$ cat config.mk
export PLATFORM = sky130hd
export DESIGN_NAME = umf_uart_mode_ctrl
export DESIGN_NICKNAME = d
export VERILOG_FILES = /design/src/verilog/umf_pkg.sv /design/src/verilog/umf_baud_gen.sv /design/src/verilog/umf_uart_mode_ctrl.sv
export SDC_FILE = /design/constraint.sdc
export NUM_CORES = 1
export LEC_CHECK = 0
export ABC_CLOCK_PERIOD_IN_PS = 2700
export BUFFER_PORTS_ARGS = -buffer_cell sky130_fd_sc_hd__buf_2
export CORE_MARGIN = 4
export CORE_UTILIZATION = 50
export CTS_CLUSTER_SIZE = 24
export DETAILED_ROUTE_END_ITERATION = 10
export PLACE_DENSITY_LB_ADDON = 0.1
export SLEW_MARGIN = 20
export SYNTH_ARGS = -nofsm -noshare
export SYNTH_HDL_FRONTEND = slang
export SYNTH_SLANG_ARGS = --single-unit
$ cat constraint.sdc
create_clock -name mclk -period 2.7 [get_ports mclk]
set_input_delay 0.405 -clock mclk [delete_from_list [all_inputs] [get_ports mclk]]
set_output_delay 0.405 -clock mclk [all_outputs]
set_load 0.05 [all_outputs]
$ cat src/verilog/umf_pkg.sv
// umf_pkg: register map, field layouts, reset values and encodings of the serial mode/framing unit
package umf_pkg;

	////////////////////////////////////////////////////////////////////////////////
	// byte addresses of the word-aligned registers
	localparam logic [15:0] OFS_MODE     = 16'hFF50; // serial_operation_mode
	localparam logic [15:0] OFS_BASE_SEL = 16'hFF54; // base_clock_select
	localparam logic [15:0] OFS_DIVISOR  = 16'hFF58; // baud_divisor
	localparam logic [15:0] OFS_CTRL     = 16'hFF5C; // serial_control
	localparam logic [15:0] OFS_RX_ERR   = 16'hFF60; // rx_error_status
	localparam logic [15:0] OFS_TX_STAT  = 16'hFF64; // tx_status
	localparam logic [15:0] OFS_TX_BUF   = 16'hFF68; // tx_buffer, write only
	localparam logic [15:0] OFS_RX_BUF   = 16'hFF6C; // rx_buffer, read only
	localparam logic [15:0] OFS_IN_SW    = 16'hFF70; // input_switch_control
	localparam logic [15:0] OFS_P1_DIR   = 16'hFF74; // port1_direction
	localparam logic [15:0] OFS_P1_LATCH = 16'hFF78; // port 1 output latch

	////////////////////////////////////////////////////////////////////////////////
	// reset values
	localparam logic [7:0] RST_MODE     = 8'h01;
	localparam logic [3:0] RST_BASE_SEL = 4'h0;
	localparam logic [7:0] RST_DIVISOR  = 8'hFF;
	localparam logic [7:0] RST_CTRL     = 8'h16;
	localparam logic [7:0] RST_IN_SW    = 8'h00;
	localparam logic [7:0] RST_P1_DIR   = 8'hFF;
	localparam logic [7:0] RST_P1_LATCH = 8'h00;

	////////////////////////////////////////////////////////////////////////////////
	// field positions
	localparam int CTRL_ORDER_BIT  = 1;     // bit_order_sel
	localparam int CTRL_INV_BIT    = 0;     // tx_invert_sel
	localparam logic [3:0] CTRL_RO = 4'h5;  // read-only bits 5..2 of serial_control
	localparam int RXE_PARITY_BIT  = 2;     // rx_error_status: parity error
	localparam int RXE_FRAME_BIT   = 1;     // rx_error_status: framing error
	localparam int RXE_OVERRUN_BIT = 0;     // rx_error_status: overrun error
	localparam int TXS_BUF_BIT     = 1;     // tx_status: buffer holds data
	localparam int TXS_SHIFT_BIT   = 0;     // tx_status: frame in progress
	localparam int P1_TX_BIT       = 3;     // tx_pin_direction / tx_pin_latch
	localparam int P1_RX_BIT       = 4;     // rx_pin_direction / rx_pin_latch
	localparam int IN_SW_RX_BIT    = 0;     // selects the lin status input

	////////////////////////////////////////////////////////////////////////////////
	// parity encodings of {parity_select_hi, parity_select_lo}
	localparam logic [1:0] PAR_NONE = 2'h0;
	localparam logic [1:0] PAR_ZERO = 2'h1;
	localparam logic [1:0] PAR_ODD  = 2'h2;
	localparam logic [1:0] PAR_EVEN = 2'h3;

	// largest legal base clock select, divide by 2^10
	localparam logic [3:0] BASE_SEL_MAX = 4'hA;
	localparam int PRESCALE_W           = 10;
	// character lengths in bits
	localparam logic [3:0] CHAR_LEN_8   = 4'h8;
	localparam logic [3:0] CHAR_LEN_7   = 4'h7;

	////////////////////////////////////////////////////////////////////////////////
	// serial_operation_mode layout, msb first
	typedef struct packed {
		logic unit_power_on;
		logic transmit_enable_bit;
		logic receive_enable_bit;
		logic parity_select_hi;
		logic parity_select_lo;
		logic character_length_sel; // 1: 8 bits, 0: 7 bits
		logic stop_length_sel;      // 1: two stop bits
		logic rx_error_irq_mode;
	} umf_mode_t;

endpackage : umf_pkg

$ cat src/verilog/umf_baud_gen.sv
// umf_baud_gen: base clock prescaler and 8-bit divider giving half-bit ticks
`timescale 1ns/1ps
`default_nettype none
module umf_baud_gen #(
	parameter int PRESCALE_W = umf_pkg::PRESCALE_W
) (
	// clock and serial-unit reset
	input  wire logic       mclk,
	input  wire logic       core_rst,
	// restart aligns tick phase to a frame start
	input  wire logic       restart,
	// settings
	input  wire logic [3:0] base_sel,
	input  wire logic [7:0] divisor,
	// one pulse per divider period, two per bit
	output logic            half_tick
);

	logic [PRESCALE_W-1:0] pre_cnt;  // free prescaler
	logic [7:0]            div_cnt;  // divider count

	// base tick once per 2^base_sel cycles; prohibited selects never tick
	wire [PRESCALE_W-1:0] pre_mask  = PRESCALE_W'((1 << base_sel) - 1);
	wire                  sel_ok    = base_sel <= umf_pkg::BASE_SEL_MAX;
	wire                  base_tick = sel_ok && ((pre_cnt & pre_mask) == pre_mask);
	wire                  div_end   = div_cnt >= (divisor - 8'h01);

	////////////////////////////////////////////////////////////////////////////////
	// divider output period is k base ticks; a bit takes two of them
	always_ff @(posedge mclk or posedge core_rst) begin
		if (core_rst) begin
			pre_cnt   <= '0;
			div_cnt   <= 8'h00;
			half_tick <= 1'b0;
		end else if (restart) begin
			pre_cnt   <= '0;
			div_cnt   <= 8'h00;
			half_tick <= 1'b0;
		end else begin
			pre_cnt   <= pre_cnt + PRESCALE_W'(1);
			half_tick <= base_tick && div_end;
			if (base_tick) begin
				div_cnt <= div_end ? 8'h00 : div_cnt + 8'h01;
			end
		end
	end

endmodule : umf_baud_gen
`default_nettype wire

$ cat src/verilog/umf_uart_mode_ctrl.sv
// umf_uart_mode_ctrl: mode control, frame formatting and pin handover of the serial unit
`timescale 1ns/1ps
`default_nettype none
module umf_uart_mode_ctrl (
	// clock and system reset
	input  wire logic        mclk,
	input  wire logic        rst,
	// avalon-mm slave
	input  wire logic [15:0] avs_address,
	input  wire logic        avs_read,
	input  wire logic        avs_write,
	input  wire logic [31:0] avs_writedata,
	input  wire logic [3:0]  avs_byteenable,
	output logic      [31:0] avs_readdata,
	output logic             avs_waitrequest,
	// shared transmit pin
	output logic             tx_pin_out,
	output logic             tx_pin_oe,
	// shared receive pin
	input  wire logic        rx_pin_in,
	output logic             rx_pin_out,
	output logic             rx_pin_oe,
	// alternate receive source from the lin side
	input  wire logic        lin_status_in
);

	typedef enum logic [2:0] {TX_IDLE, TX_START, TX_DATA, TX_PARITY, TX_STOP} umf_tx_state_t;
	typedef enum logic [2:0] {RX_IDLE, RX_START, RX_DATA, RX_PARITY, RX_STOP} umf_rx_state_t;

	// reverse the character; for 7 bits the result sits in the low 7 bits
	function automatic logic [7:0] umf_reverse(input logic [7:0] d, input logic eight);
		logic [7:0] r;
		r = 8'h00;
		for (int i = 0; i < 8; i++) begin
			r[7-i] = d[i];
		end
		return eight ? r : {1'b0, r[7:1]};
	endfunction : umf_reverse

	////////////////////////////////////////////////////////////////////////////////
	// register state
	umf_pkg::umf_mode_t mode;          // serial_operation_mode
	logic [3:0]         base_sel;      // base_clock_select
	logic [7:0]         divisor;       // baud_divisor
	logic               bit_order_sel; // 0 msb first
	logic               tx_invert_sel; // 1 inverted line
	logic [7:0]         in_sw;         // input_switch_control
	logic [7:0]         p1_dir;        // port1_direction
	logic [7:0]         p1_latch;      // port 1 output latch
	logic               core_rst;      // serial-unit reset, follows power bit

	// transmitter
	umf_tx_state_t tx_state;
	logic [7:0]    tx_buf;       // tx_buffer
	logic          tx_buf_full;
	logic [7:0]    tx_shift;
	logic [3:0]    tx_cnt;
	logic          tx_par;       // running xor of sent data
	logic          tx_line;      // frame level before inversion
	logic          tx_more;      // second stop bit pending
	logic          tx_phase;
	logic          tx_half;

	// receiver
	umf_rx_state_t rx_state;
	logic          rx_in;        // selected, forced-high input
	logic          rx_prev;
	logic [7:0]    rx_coll;      // bits in arrival order
	logic [3:0]    rx_cnt;
	logic          rx_par;
	logic          rx_perr;
	logic          rx_phase;
	logic          rx_half;
	logic [7:0]    rx_buf;       // rx_buffer
	logic          rx_full;
	logic [2:0]    rx_err;       // rx_error_status

	////////////////////////////////////////////////////////////////////////////////
	// bus decode
	wire req      = avs_read || avs_write;
	wire take     = req && !avs_waitrequest;  // the edge the master sees the answer
	wire wr       = avs_write && take && avs_byteenable[0];
	wire rd       = avs_read && avs_waitrequest;  // read clears land at the capture edge
	wire [7:0] wd = avs_writedata[7:0];

	wire sel_mode   = avs_address == umf_pkg::OFS_MODE;
	wire sel_base   = avs_address == umf_pkg::OFS_BASE_SEL;
	wire sel_div    = avs_address == umf_pkg::OFS_DIVISOR;
	wire sel_ctrl   = avs_address == umf_pkg::OFS_CTRL;
	wire sel_rxerr  = avs_address == umf_pkg::OFS_RX_ERR;
	wire sel_txstat = avs_address == umf_pkg::OFS_TX_STAT;
	wire sel_txbuf  = avs_address == umf_pkg::OFS_TX_BUF;
	wire sel_rxbuf  = avs_address == umf_pkg::OFS_RX_BUF;
	wire sel_insw   = avs_address == umf_pkg::OFS_IN_SW;
	wire sel_p1dir  = avs_address == umf_pkg::OFS_P1_DIR;
	wire sel_p1lat  = avs_address == umf_pkg::OFS_P1_LATCH;

	// frame format straight from the mode register
	wire [1:0] parity   = {mode.parity_select_hi, mode.parity_select_lo};
	wire [3:0] char_len = mode.character_length_sel ? umf_pkg::CHAR_LEN_8
	                                                : umf_pkg::CHAR_LEN_7;
	wire tx_run  = mode.unit_power_on && mode.transmit_enable_bit;
	wire rx_run  = mode.unit_power_on && mode.receive_enable_bit;
	wire tx_tick = tx_half && tx_phase;
	wire rx_samp = rx_half && !rx_phase;
	wire rx_done = (rx_state == RX_STOP) && rx_samp;

	// break flag and trigger bits read 0; writes to them are ignored
	wire [7:0] ctrl_rd = {2'b00, umf_pkg::CTRL_RO, bit_order_sel, tx_invert_sel};
	wire [7:0] txs_rd  = {6'h00, tx_buf_full, tx_state != TX_IDLE};
	wire [7:0] rd_value =
		sel_mode   ? mode :
		sel_base   ? {4'h0, base_sel} :
		sel_div    ? divisor :
		sel_ctrl   ? ctrl_rd :
		sel_rxerr  ? {5'h00, rx_err} :
		sel_txstat ? txs_rd :
		sel_rxbuf  ? rx_buf :
		sel_insw   ? in_sw :
		sel_p1dir  ? p1_dir :
		sel_p1lat  ? p1_latch : 8'h00;

	// line levels with power gating and the input switch
	wire txd_int = mode.unit_power_on ? (tx_line ^ tx_invert_sel) : 1'b1;
	wire rx_src  = in_sw[umf_pkg::IN_SW_RX_BIT] ? lin_status_in : rx_pin_in;

	////////////////////////////////////////////////////////////////////////////////
	// bus handshake: one wait cycle, then a one-cycle answer
	always_ff @(posedge mclk or posedge rst) begin
		if (rst) begin
			avs_waitrequest <= 1'b1;
			avs_readdata    <= 32'h0000_0000;
		end else begin
			avs_waitrequest <= !(req && avs_waitrequest);
			if (avs_read && avs_waitrequest) begin
				avs_readdata <= {24'h00_0000, rd_value};
			end
		end
	end

	////////////////////////////////////////////////////////////////////////////////
	// software registers on the system reset
	always_ff @(posedge mclk or posedge rst) begin
		if (rst) begin
			mode          <= umf_pkg::RST_MODE;
			base_sel      <= umf_pkg::RST_BASE_SEL;
			divisor       <= umf_pkg::RST_DIVISOR;
			bit_order_sel <= umf_pkg::RST_CTRL[umf_pkg::CTRL_ORDER_BIT];
			tx_invert_sel <= umf_pkg::RST_CTRL[umf_pkg::CTRL_INV_BIT];
			in_sw         <= umf_pkg::RST_IN_SW;
			p1_dir        <= umf_pkg::RST_P1_DIR;
			p1_latch      <= umf_pkg::RST_P1_LATCH;
		end else if (wr) begin
			if (sel_mode) mode <= wd;
			if (sel_base) base_sel <= wd[3:0];
			if (sel_div) divisor <= wd;
			if (sel_ctrl) begin
				bit_order_sel <= wd[umf_pkg::CTRL_ORDER_BIT];
				tx_invert_sel <= wd[umf_pkg::CTRL_INV_BIT];
			end
			if (sel_insw) in_sw <= wd;
			if (sel_p1dir) p1_dir <= wd;
			if (sel_p1lat) p1_latch <= wd;
		end
	end

	// registered so the derived asynchronous reset never glitches
	always_ff @(posedge mclk or posedge rst) begin
		if (rst) begin
			core_rst <= 1'b1;
		end else begin
			core_rst <= !mode.unit_power_on;
		end
	end

	////////////////////////////////////////////////////////////////////////////////
	// pins: port latch and serial line share the pin; buffer on when direction 0
	always_ff @(posedge mclk or posedge rst) begin
		if (rst) begin
			tx_pin_out <= 1'b0;
			tx_pin_oe  <= 1'b0;
			rx_pin_out <= 1'b0;
			rx_pin_oe  <= 1'b0;
		end else begin
			tx_pin_out <= p1_latch[umf_pkg::P1_TX_BIT] && txd_int;
			tx_pin_oe  <= !p1_dir[umf_pkg::P1_TX_BIT];
			rx_pin_out <= p1_latch[umf_pkg::P1_RX_BIT];
			rx_pin_oe  <= !p1_dir[umf_pkg::P1_RX_BIT];
		end
	end

	////////////////////////////////////////////////////////////////////////////////
	// baud generators; each restarts while its engine idles
	umf_baud_gen #(.PRESCALE_W(umf_pkg::PRESCALE_W)) u_tx_baud (
		.mclk      (mclk),
		.core_rst  (core_rst),
		.restart   (tx_state == TX_IDLE),
		.base_sel  (base_sel),
		.divisor   (divisor),
		.half_tick (tx_half)
	);

	umf_baud_gen #(.PRESCALE_W(umf_pkg::PRESCALE_W)) u_rx_baud (
		.mclk      (mclk),
		.core_rst  (core_rst),
		.restart   (rx_state == RX_IDLE),
		.base_sel  (base_sel),
		.divisor   (divisor),
		.half_tick (rx_half)
	);

	////////////////////////////////////////////////////////////////////////////////
	// transmitter: buffer, then start / data / parity / stop
	always_ff @(posedge mclk or posedge core_rst) begin
		if (core_rst) begin
			tx_state    <= TX_IDLE;
			tx_buf      <= 8'h00;
			tx_buf_full <= 1'b0;
			tx_shift    <= 8'h00;
			tx_cnt      <= 4'h0;
			tx_par      <= 1'b0;
			tx_line     <= 1'b1;
			tx_more     <= 1'b0;
			tx_phase    <= 1'b0;
		end else if (!tx_run) begin
			tx_state    <= TX_IDLE;
			tx_buf_full <= 1'b0;
			tx_line     <= 1'b1;
			tx_phase    <= 1'b0;
		end else begin
			// a write while the buffer drains refills it; the set wins
			if (wr && sel_txbuf) begin
				tx_buf <= wd;
			end
			if (tx_half) tx_phase <= !tx_phase;
			case (tx_state)
				TX_IDLE: begin
					tx_buf_full <= (wr && sel_txbuf) || tx_buf_full;
					if (tx_buf_full) begin
						tx_buf_full <= wr && sel_txbuf;
						tx_shift    <= bit_order_sel ? tx_buf
						                             : umf_reverse(tx_buf, mode.character_length_sel);
						tx_line     <= 1'b0;
						tx_phase    <= 1'b0;
						tx_state    <= TX_START;
					end
				end
				TX_START: begin
					tx_buf_full <= (wr && sel_txbuf) || tx_buf_full;
					if (tx_tick) begin
						tx_line  <= tx_shift[0];
						tx_par   <= tx_shift[0];
						tx_shift <= {1'b0, tx_shift[7:1]};
						tx_cnt   <= 4'h1;
						tx_state <= TX_DATA;
					end
				end
				TX_DATA: begin
					tx_buf_full <= (wr && sel_txbuf) || tx_buf_full;
					if (tx_tick && (tx_cnt != char_len)) begin
						tx_line  <= tx_shift[0];
						tx_par   <= tx_par ^ tx_shift[0];
						tx_shift <= {1'b0, tx_shift[7:1]};
						tx_cnt   <= tx_cnt + 4'h1;
					end else if (tx_tick && (parity == umf_pkg::PAR_NONE)) begin
						tx_line  <= 1'b1;
						tx_more  <= mode.stop_length_sel;
						tx_state <= TX_STOP;
					end else if (tx_tick) begin
						tx_line  <= (parity == umf_pkg::PAR_EVEN) ? tx_par :
						            (parity == umf_pkg::PAR_ODD)  ? !tx_par : 1'b0;
						tx_state <= TX_PARITY;
					end
				end
				TX_PARITY: begin
					tx_buf_full <= (wr && sel_txbuf) || tx_buf_full;
					if (tx_tick) begin
						tx_line  <= 1'b1;
						tx_more  <= mode.stop_length_sel;
						tx_state <= TX_STOP;
					end
				end
				TX_STOP: begin
					tx_buf_full <= (wr && sel_txbuf) || tx_buf_full;
					if (tx_tick && tx_more) begin
						tx_more <= 1'b0;
					end else if (tx_tick) begin
						tx_state <= TX_IDLE;
					end
				end
				default: tx_state <= TX_IDLE;
			endcase
		end
	end

	////////////////////////////////////////////////////////////////////////////////
	// receiver: mid-bit sampling, first stop bit checked
	always_ff @(posedge mclk or posedge core_rst) begin
		if (core_rst) begin
			rx_state <= RX_IDLE;
			rx_in    <= 1'b1;
			rx_prev  <= 1'b1;
			rx_coll  <= 8'h00;
			rx_cnt   <= 4'h0;
			rx_par   <= 1'b0;
			rx_perr  <= 1'b0;
			rx_phase <= 1'b0;
			rx_buf   <= 8'h00;
			rx_full  <= 1'b0;
			rx_err   <= 3'h0;
		end else begin
			rx_in   <= mode.unit_power_on ? rx_src : 1'b1;
			rx_prev <= rx_in;
			// read clears, but a completing frame in the same cycle wins
			if (rd && sel_rxbuf) rx_full <= 1'b0;
			if (rd && sel_rxerr) rx_err <= 3'h0;
			if (!rx_run) begin
				rx_state <= RX_IDLE;
				rx_phase <= 1'b0;
			end else begin
				if (rx_half) rx_phase <= !rx_phase;
				case (rx_state)
					RX_IDLE: begin
						if (rx_prev && !rx_in) begin
							rx_phase <= 1'b0;
							rx_state <= RX_START;
						end
					end
					RX_START: begin
						if (rx_samp) begin
							rx_coll  <= 8'h00;
							rx_cnt   <= 4'h0;
							rx_par   <= 1'b0;
							rx_perr  <= 1'b0;
							rx_state <= rx_in ? RX_IDLE : RX_DATA;
						end
					end
					RX_DATA: begin
						if (rx_samp) begin
							rx_coll[rx_cnt[2:0]] <= rx_in;
							rx_par <= rx_par ^ rx_in;
							rx_cnt <= rx_cnt + 4'h1;
							if (rx_cnt == (char_len - 4'h1)) begin
								rx_state <= (parity == umf_pkg::PAR_NONE) ? RX_STOP : RX_PARITY;
							end
						end
					end
					RX_PARITY: begin
						if (rx_samp) begin
							rx_perr  <= (parity == umf_pkg::PAR_EVEN) ? (rx_par ^ rx_in) :
							            (parity == umf_pkg::PAR_ODD)  ? !(rx_par ^ rx_in) : 1'b0;
							rx_state <= RX_STOP;
						end
					end
					RX_STOP: begin
						if (rx_done) begin
							rx_state <= RX_IDLE;
							rx_full  <= 1'b1;
							rx_err[umf_pkg::RXE_PARITY_BIT]  <= rx_perr
								|| (rx_err[umf_pkg::RXE_PARITY_BIT] && !(rd && sel_rxerr));
							rx_err[umf_pkg::RXE_FRAME_BIT]   <= !rx_in
								|| (rx_err[umf_pkg::RXE_FRAME_BIT] && !(rd && sel_rxerr));
							rx_err[umf_pkg::RXE_OVERRUN_BIT] <= rx_full
								|| (rx_err[umf_pkg::RXE_OVERRUN_BIT] && !(rd && sel_rxerr));
							// on overrun the unread byte is kept
							if (!rx_full) begin
								rx_buf <= bit_order_sel ? rx_coll
								                        : umf_reverse(rx_coll, mode.character_length_sel);
							end
						end
					end
					default: rx_state <= RX_IDLE;
				endcase
			end
		end
	end

endmodule : umf_uart_mode_ctrl
`default_nettype wire

==> results of run 1 <==
## routing by layer
metal  global-route usage  up-vias
met2                0.382      180
met3               0.0408       31
li1                     -     3362
met4               0.0788        0
met5                    0        -
met1                0.311     3507
## repair_timing
item / 4_1_cts / 5_1_grt
pin swaps: 0 / 3
setup buffers: 0 / 1
gates resized for setup: 3 / 8
setup endpoints to repair: 13 / 16
cloned: 0 / 0
## sequential cells by signal (all words and copies together) (netlist names), 8 cells and up
signal	flops
u_tx_baud.div_cnt	8
rx_coll	8
u_rx_baud.pre_cnt	10
u_tx_baud.pre_cnt	10
p1_dir	8
tx_buf	8
tx_shift	8
divisor	8
avs_readdata	8
u_rx_baud.div_cnt	8
mode	8
p1_latch	8
in_sw	8
rx_buf	8
## cell families after synthesis
group                    count (synthesis)  synth area share
AO/OA/AOI/OAI                          211             0.154
multiplexers                            87             0.106
AND/OR/NAND/NOR                        310             0.176
adder cells (fa/ha/maj)                 26            0.0364
flip-flops                             158             0.446
XOR/XNOR                                29            0.0284
buffers and inverters                   88            0.0521
other                                    1          0.000420
## layout make-up
class / count / area [um^2] / area share
Multi-Input combinational cell: 687 / 4600 / 0.458
Sequential cell: 158 / 3980 / 0.396
Timing Repair Buffer: 75 / 480 / 0.0478
Clock buffer: 22 / 444 / 0.0442
Tap cell: 225 / 282 / 0.0280
Clock inverter: 10 / 165 / 0.0164
Inverter: 24 / 93.8 / 0.00934
## path summary, 6_finish.rpt
check / endpoint / from
setup / recovery: u_tx_baud.div_cnt[1]$_DFFE_PP0P_ / divisor[0]$_DFFE_PP1P_
hold / removal: mode[2]$_DFFE_PP0P_ / rst
setup reg to reg: u_tx_baud.div_cnt[1]$_DFFE_PP0P_ / divisor[0]$_DFFE_PP1P_
hold reg to reg: tx_shift[0]$_DFFE_PP0P_ / core_rst$_DFF_PP1_
max in group asynchronous: rx_in$_DFF_PP1_ / core_rst$_DFF_PP1_
min in group mclk: avs_waitrequest$_DFF_PP1_ / avs_write
## power by group
group,internal [W],total (W),switching [W]
Sequential,0.00238,0.00239,0.0000104
Combinational,0.0000538,0.000270,0.000216
Clock,0.00155,0.00251,0.000960
Total,0.00399,0.00518,0.00119
## per-stage QoR
step | std cells | util
finish | 1201 | 0.577
global placement | 1168 | 0.540
detailed placement | 1168 | 0.540
CTS | 1200 | 0.575
global route | 1201 | 0.577
floorplan | 933 | -
## cell usage in the layout, fill, tap and decap left out, types with 8 or more instances in the layout
| cell type | count |
|---|---|
| o21ai_0 | 66 |
| nor2b_1 | 11 |
| mux2i_1 | 23 |
| nand4_1 | 8 |
| nand2b_1 | 15 |
| nand2_1 | 89 |
| clkbuf_16 | 17 |
| dfrtp_1 | 134 |
| a22oi_1 | 8 |
| nor3_1 | 17 |
| inv_1 | 22 |
| buf_4 | 30 |
| conb_1 | 24 |
| o31ai_1 | 9 |
| a211oi_1 | 9 |
| or3_1 | 8 |
| a21oi_1 | 43 |
| buf_2 | 43 |
| and2_1 | 10 |
| nand3_1 | 25 |
| xor2_1 | 12 |
| a22o_1 | 9 |
| dfstp_2 | 23 |
| mux2_2 | 64 |
| xnor2_1 | 16 |
| and3_1 | 9 |
| nor4_1 | 9 |
| nor2_1 | 71 |
| ha_1 | 26 |
==> out/metrics.yaml, run 1 <==
diodes: 0
antenna_found_initial: 0
drc: 0
r2r_slack_ns: 0.14
status: "complete, no violations"
worstMarginPinSlew_ns: 0.775
synthToLayoutAreaGrowth_pct: 12.5
hold_ws_ns: 0.119
overflow: 0
crit_path_end_kind: "flip-flop"
mappedNetlistArea_um2: 8930
yosysMostFrequentCell: "dfrtp_1"
highest_layer: "met4"
fillers: 1554
netlist_instances: 910
synth_area_leader_cell: "dfrtp_1"
slew_viol_final: 0
crit_chain: "inv_1 > ha_1 > nand2_2 > xor2_2 > ha_1 > a21o_1 > a211oi_1 > o21ai_0 > a21oi_2 > buf_4 > nand3_1 > a21oi_1"
finalClockSkew_ns: 0.00852
required_ns: 3.04
static-leakage-power_nw: 4.50
postPlaceCellArea_um2: 9400
grt_util_all_layers: 0.232
critPathTopFamily: "compound AO/OA/AOI/OAI gates"
synth_cell_types: 73
clk_path_buf_depth: 2
async_flop_share: 1.00
grt_pass1_wl_mm: 37.1
finalCriticalPeriod_ns: 2.56
fin_setup_tns_ns: 0
synth-edff-count: 0
power_density_nw_per_um2: 515
r2r_cells: 12
power.total_w: 0.00518
clock.fmax_mhz: 391
nets: 1047
yosysTopAreaCellShare: 0.378
ctsRootBufferMaster: "clkbuf_16"
ant_nets: 0
yosys-top-cells-area: "dfrtp_1, mux2_2, dfstp_2"
postLayoutCellArea_um2: 10000
worst-setup-path-type: "flip-flop to flip-flop"
finalSetupViolCount: 0
setup_ws_ns: 0.142
die_h_um: 142
clk_pin_slew_ns: 0.06
maxCapViolations: 0
period_share: 0.947
drive_above_1_share: 0.224
via_per_inst: 5.90
start_util: 0.513
dr.pass1.iters: 6
start_kind: "flip-flop"
crit_path_max_fanout: 4
relSlewSlack: 0.482
die-area_um2: 20100
fp-row-count: 48
yosys-top-cells-count: "dfrtp_1, nand2_1, nor2_1"
gp_congestion: 0.969
route.met3.wl_um: 858
wirelength_met1_mm: 10.1
yosys_warnings: 0
hold_path.class: "input pin to async pin"
crit_path_max_incr_delay_ns: 0.53
cpMostUsedCell: "ha_1"
avgSynthCellArea_um2: 9.82
seq_area_frac_synth: 0.446
routedWlPerCell_um: 18.6
insertion_delay_ns: 0.42
drt_iter0_drc: 552
ios: 95
critPathSlowestCell: "dfstp_2"
via_count: 7080
drt-total-wl_mm: 22.4
cts-htree-levels: 4
ys_ff_latch: 158
io_buffer_count: 43
post-place-ws_ns: -0.0671
die_w_um: 142
cp_num_buf_inv: 2
ys.flop_type: "dfrtp_1"
cts_buffers: 17
post-dp-hpwl_mm: 16.6
ir_worst_vdd_uv: 439
grt_max_degree: 52
grt_pass1_vias: 7149
design.core.area_um2: 17400
cts_hold_buffers: 0
finalHoldViolations: 0
dr_wl_met2_mm: 11.0
cp.arrival_ns: 2.90
cts_tree: "built"
worst-path-stages: 12
cts_sinks: 158
Power figures use the tool's default switching activity.
==> run 2, diff against run 1 <==
- PLACE_DENSITY: not set -> 0.8
- PLACE_DENSITY_LB_ADDON: 0.1 -> not set
==> out/metrics.yaml, run 2 (synthesis gave the netlist of run 1 again) <==
drt_iter0_drc: 549  # -0.54%
synthToLayoutAreaGrowth_pct: 12.0
drc: 0  # unchanged
via_count: 7094  # +0.20%
cp.arrival_ns: 2.94  # +0.04 ns
nets: 1048  # +0.096%
status: "complete, no violations"
overflow: 0  # unchanged
cts_tree: "built"
grt_pass1_vias: 6937  # -3.0%
dr.pass1.iters: 6  # unchanged
die_h_um: 142  # unchanged
die-area_um2: 20100  # unchanged
required_ns: 3.05  # about the same
gp_congestion: 0.925  # -4.5%
slew_viol_final: 0  # unchanged
finalSetupViolCount: 0  # unchanged
grt_max_degree: 65  # +25%
cts_sinks: 158  # unchanged
worstMarginPinSlew_ns: 0.849  # +0.0731 ns
fin_setup_tns_ns: 0  # unchanged
ios: 95  # unchanged
crit_start: "divisor[0]$_DFFE_PP1P_"
finalHoldViolations: 0  # unchanged
hold_path.class: "input pin to async pin"
clk_path_buf_depth: 2  # unchanged
crit_path_end_kind: "flip-flop"
cts_buffers: 17  # unchanged
insertion_delay_ns: 0.43  # about the same
fp-row-count: 48  # unchanged
ant_nets: 0  # unchanged
power.total_w: 0.00499  # -3.6%
static-leakage-power_nw: 4.48  # -0.40%
hold_ws_ns: 0.0418  # -0.0770 ns
antenna_found_initial: 0  # unchanged
io_buffer_count: 43  # unchanged
start_util: 0.513  # unchanged
finalCriticalPeriod_ns: 2.58  # +0.0254 ns
routedWlPerCell_um: 17.8  # -4.6%
finalClockSkew_ns: 0.00777  # -0.000748 ns
grt_util_all_layers: 0.219  # -0.0130
clk_pin_slew_ns: 0.07  # about the same
grt_pass1_wl_mm: 35.2  # -5.2%
cts_hold_buffers: 0  # unchanged
reg.largest.list: "u_rx_baud.pre_cnt x10, u_tx_baud.pre_cnt x10"
ir_worst_vdd_uv: 576  # +31%
die_w_um: 142  # unchanged
relSlewSlack: 0.434  # -0.0480
crit_path_max_fanout: 4  # unchanged
clock.fmax_mhz: 387  # -0.98%
post-dp-hpwl_mm: 15.4  # -6.9%
power_density_nw_per_um2: 499  # -3.2%
reg2reg_from: "divisor[0]$_DFFE_PP1P_"
final_cell_mix: "dfrtp_1, nand2_1, nor2_1, o21ai_0, mux2_2"
drive_above_1_share: 0.229  # +0.00489
start_kind: "flip-flop"
design.core.area_um2: 17400  # unchanged
layout_commonest_cell: "dfrtp_1"
drt-total-wl_mm: 21.4  # -4.5%
worst-setup-path-type: "flip-flop to flip-flop"
cts-htree-levels: 4  # unchanged
maxCapViolations: 0  # unchanged
via_per_inst: 5.90  # +0.11%
grt_setup_unrepaired: "no"
ctsRootBufferMaster: "clkbuf_16"
period_share: 0.957  # +0.00939
diodes: 0  # unchanged
## run 2: cell type report
type	count	area, um^2
fillers	1487	7410
multi-input cells	687	4600
flip-flops and latches	158	3980
repair buffers	76	475
clock buffers	17	425
well taps	225	282
clock inverters	15	143
inverters	24	93.8
## run 2: where the power goes
| group | internal, W | total [W] | switching, W |
|---|---|---|---|
| Combinational | 0.0000538 | 0.000269 | 0.000216 |
| Clock | 0.00122 | 0.00233 | 0.00110 |
| Sequential | 0.00238 | 0.00239 | 0.0000101 |
| Total | 0.00366 | 0.00499 | 0.00133 |
## run 2: metrics by stage
stage                util  worst slack [ns]  std cells  instance area [um^2]
floorplan               -             0.207        933                  9020
global placement    0.539            0.0678       1168                  9390
detailed placement  0.539           -0.0725       1168                  9390
CTS                 0.572           0.00835       1200                  9960
global route        0.574            0.0145       1202                 10000
finish              0.574             0.117       1202                 10000
## run 2: final timing paths
check | to | slack, ns | cells past startpoint
max | u_tx_baud.div_cnt[1]$_DFFE_PP0P_ | 0.12 | 12
min | tx_pin_out$_DFF_PP0_ | 0.04 | 2
max reg2reg | u_tx_baud.div_cnt[1]$_DFFE_PP0P_ | 0.12 | 12
min reg2reg | u_rx_baud.div_cnt[7]$_DFFE_PP0P_ | 0.38 | 2
max in group asynchronous | tx_buf[0]$_DFFE_PP0P_ | 1.60 | 2
min in group mclk | avs_waitrequest$_DFF_PP1_ | 0.13 | 2
## run 2: what timing repair did
item	4_1_cts	5_1_grt
setup endpoints to repair	11	16
pin swaps	0	3
gates resized for setup	3	8
setup buffers	0	2
## run 2: critical path, stage by stage, from the launching register on
cell	delay, ns
dfstp_2	0.54
inv_1	0.06
ha_1	0.22
nand2_2	0.09
xor2_2	0.17
ha_1	0.27
a21o_1	0.18
a211oi_1	0.26
o21ai_1	0.14
a21oi_2	0.22
buf_4	0.15
nand3_1	0.07
a21oi_1	0.14
## run 2: per-layer routing
metal	global-route usage	vias up	part of all wire
met5	0	-	0
met4	0.0803	0	0.025
met3	0.0455	31	0.057
met2	0.356	236	0.49
met1	0.292	3464	0.42
li1	-	3363	-
==> run 3, diff against run 2 <==
--- a/config.mk
+++ b/config.mk
@@ -7,3 +7,3 @@
 export LEC_CHECK = 0
-export ABC_CLOCK_PERIOD_IN_PS = 2700
+export ABC_CLOCK_PERIOD_IN_PS = 2600
 export BUFFER_PORTS_ARGS = -buffer_cell sky130_fd_sc_hd__buf_2
@@ -13,3 +13,3 @@
 export DETAILED_ROUTE_END_ITERATION = 10
-export PLACE_DENSITY = 0.8
+export PLACE_DENSITY = 0.78
 export SLEW_MARGIN = 20
==> constraint.sdc (replaced) <==
create_clock -name mclk -period 2.6 [get_ports mclk]
set_input_delay 0.39 -clock mclk [delete_from_list [all_inputs] [get_ports mclk]]
set_output_delay 0.39 -clock mclk [all_outputs]
set_load 0.01 [all_outputs]
==> out/metrics.yaml, run 3 (synthesis gave the netlist of run 1 again) <==
grt_pass1_vias: 6864  # -1.1%
period_share: 0.989  # +0.0322
ant_nets: 0  # unchanged
cts_hold_buffers: 0  # unchanged
overflow: 0  # unchanged
cts_buffers: 17  # unchanged
p_sw_w: 0.00125  # -6.2%
die_h_um: 142  # unchanged
grt_util_all_layers: 0.221  # +0.00215
cts_sinks: 158  # unchanged
route.met3.wl_mm: 1.22  # -0.57%
grt_max_degree: 59  # -9.2%
drc: 0  # unchanged
io_buffer_count: 43  # unchanged
grt_pass1_wl_mm: 35.6  # +1.1%
maxCapViolations: 0  # unchanged
ctsRootBufferMaster: "clkbuf_16"
switching_share: 0.238  # -0.0281
crit_path_end_kind: "flip-flop"
finalSetupViolCount: 0  # unchanged
die-area_um2: 20100  # unchanged
routedWlPerCell_um: 18.1  # +2.0%
start_kind: "flip-flop"
power_density_nw_per_um2: 518  # +3.9%
slew_viol_final: 0  # unchanged
critPathTopFamily: "compound AO/OA/AOI/OAI gates"
drt-total-wl_mm: 21.8  # +2.1%
crit_path_max_incr_delay_ns: 0.56  # +0.02 ns
cp.arrival_ns: 2.93  # about the same
antenna_found_initial: 0  # unchanged
reg.largest.list: "u_rx_baud.pre_cnt x10, u_tx_baud.pre_cnt x10"
hold_path.class: "input pin to async pin"
clk_path_buf_depth: 2  # unchanged
cp_num_buf_inv: 2  # unchanged
cts-htree-levels: 4  # unchanged
finalCriticalPeriod_ns: 2.57  # -0.0119 ns
highest_layer: "met4"
worst-setup-path-type: "flip-flop to flip-flop"
combinationalPowerShare: 0.034  # -0.020
drt_iter0_drc: 630  # +15%
worstMarginPinSlew_ns: 0.609  # -0.240 ns
dr.pass1.iters: 5  # -1
ir_worst_vdd_uv: 472  # -18%
fin_setup_tns_ns: 0  # unchanged
clockPowerShare: 0.491  # +0.024
status: "complete, no violations"
drive_above_1_share: 0.237  # +0.00795
relSlewSlack: 0.594  # +0.159
clk_pin_slew_ns: 0.06  # about the same
wirelength_met1_mm: 9.38  # +3.2%
ios: 95  # unchanged
cpMostUsedCell: "a21oi_2"
clock.fmax_mhz: 389  # +0.46%
post-dp-hpwl_mm: 15.2  # -1.3%
start_util: 0.513  # unchanged
seqPwrFrac: 0.475  # -0.004
gp_congestion: 0.943  # +1.9%
finalHoldViolations: 0  # unchanged
p_int_w: 0.00399  # +8.9%
power.total_w: 0.00523  # +4.9%
static-leakage-power_nw: 4.52  # +0.84%
fp-row-count: 48  # unchanged
finalClockSkew_ns: 0.00667  # -0.00110 ns
crit_path_max_fanout: 4  # unchanged
grt_setup_unrepaired: "yes"
nets: 1049  # +0.095%
diodes: 0  # unchanged
required_ns: 2.96  # -0.09 ns
via_per_inst: 5.99  # +1.4%
final_cell_mix: "dfrtp_1, nand2_1, nor2_1, o21ai_0, mux2_2"
insertion_delay_ns: 0.44  # about the same
synthToLayoutAreaGrowth_pct: 13.0
critPathSlowestCell: "dfstp_2"
design.core.area_um2: 17400  # unchanged
crit_chain: "inv_2 > ha_2 > nand2_2 > xor2_2 > ha_1 > a21o_1 > a211oi_2 > o21ai_1 > a21oi_2 > buf_4 > nand3_1 > a21oi_2"
cts_tree: "built"
via_count: 7200  # +1.5%
die_w_um: 142  # unchanged
layout_commonest_cell: "dfrtp_1"
dr_wl_met2_mm: 10.6  # +0.71%
run 3: changes by cell type in the layout (fill, tap and decap cells not counted), moves of 2 or more:
| cell | before | now |
|---|---|---|
| a211oi_2 | 0 | 2 |
| clkinv_4 | 1 | 3 |
| bufinv_16 | 0 | 2 |
| a211oi_1 | 9 | 7 |
| inv_6 | 6 | 4 |
run 3: per-stage QoR:
stage	hold slack (ns)	instance area, um^2	util	setup WS [ns]	std cells
after floorplan	0.353	9020	-	0.107	933
after global placement	0.352	9400	0.540	-0.0398	1168
after detailed placement	0.363	9400	0.540	-0.126	1168
after CTS	0.0489	10000	0.575	0.0248	1200
after global routing	0.0598	10100	0.580	-0.0762	1203
final	0.0249	10100	0.580	0.0284	1203
run 3: path summary, 6_finish.rpt:
path,startpoint,end,slack [ns],depth (start not counted)
min in group mclk,avs_write,avs_waitrequest$_DFF_PP1_,0.12,2
hold / removal,rst,tx_pin_out$_DFF_PP0_,0.02,2
hold reg to reg,core_rst$_DFF_PP1_,rx_state[1]$_DFFE_PP0P_,0.35,2
setup reg to reg,divisor[1]$_DFFE_PP1P_,u_tx_baud.div_cnt[1]$_DFFE_PP0P_,0.03,12
max in group asynchronous,core_rst$_DFF_PP1_,tx_line$_DFFE_PP1P_,1.75,2
setup / recovery,divisor[1]$_DFFE_PP1P_,u_tx_baud.div_cnt[1]$_DFFE_PP0P_,0.03,12
run 3: what timing repair did:
| item | CTS | global route |
|---|---|---|
| setup endpoints to repair | 16 | 16 |
| buffers inserted | 0 | 3 |
| endpoints found under the hold margin | 0 | 0 |
| resized for setup | 6 | 14 |
| pin swaps | 1 | 10 |
run 3: power by group through the flow:
stage / clock [W] / combinational [W] / sequential, W
floorplan: 0 / 0.000116 / 0.00253
global placement: 0 / 0.000176 / 0.00253
detailed placement: 0 / 0.000178 / 0.00253
CTS: 0.00261 / 0.000179 / 0.00248
global route: 0.00272 / 0.000198 / 0.00248
finish: 0.00257 / 0.000179 / 0.00249
run 3: final cells by class:
class | instances | area (um^2)
Timing Repair Buffer | 77 | 495
Tap cell | 225 | 282
Inverter | 24 | 93.8
Fill cell | 1468 | 7320
Clock inverter | 14 | 174
Clock buffer | 18 | 429
Sequential cell | 158 | 3980
Multi-Input combinational cell | 687 | 4640
run 3: layer usage:
metal / GRT usage / vias to the layer above
met5: 0 / -
met4: 0.0788 / 0
met3: 0.0404 / 48
met2: 0.354 / 268
met1: 0.303 / 3533
li1: - / 3351
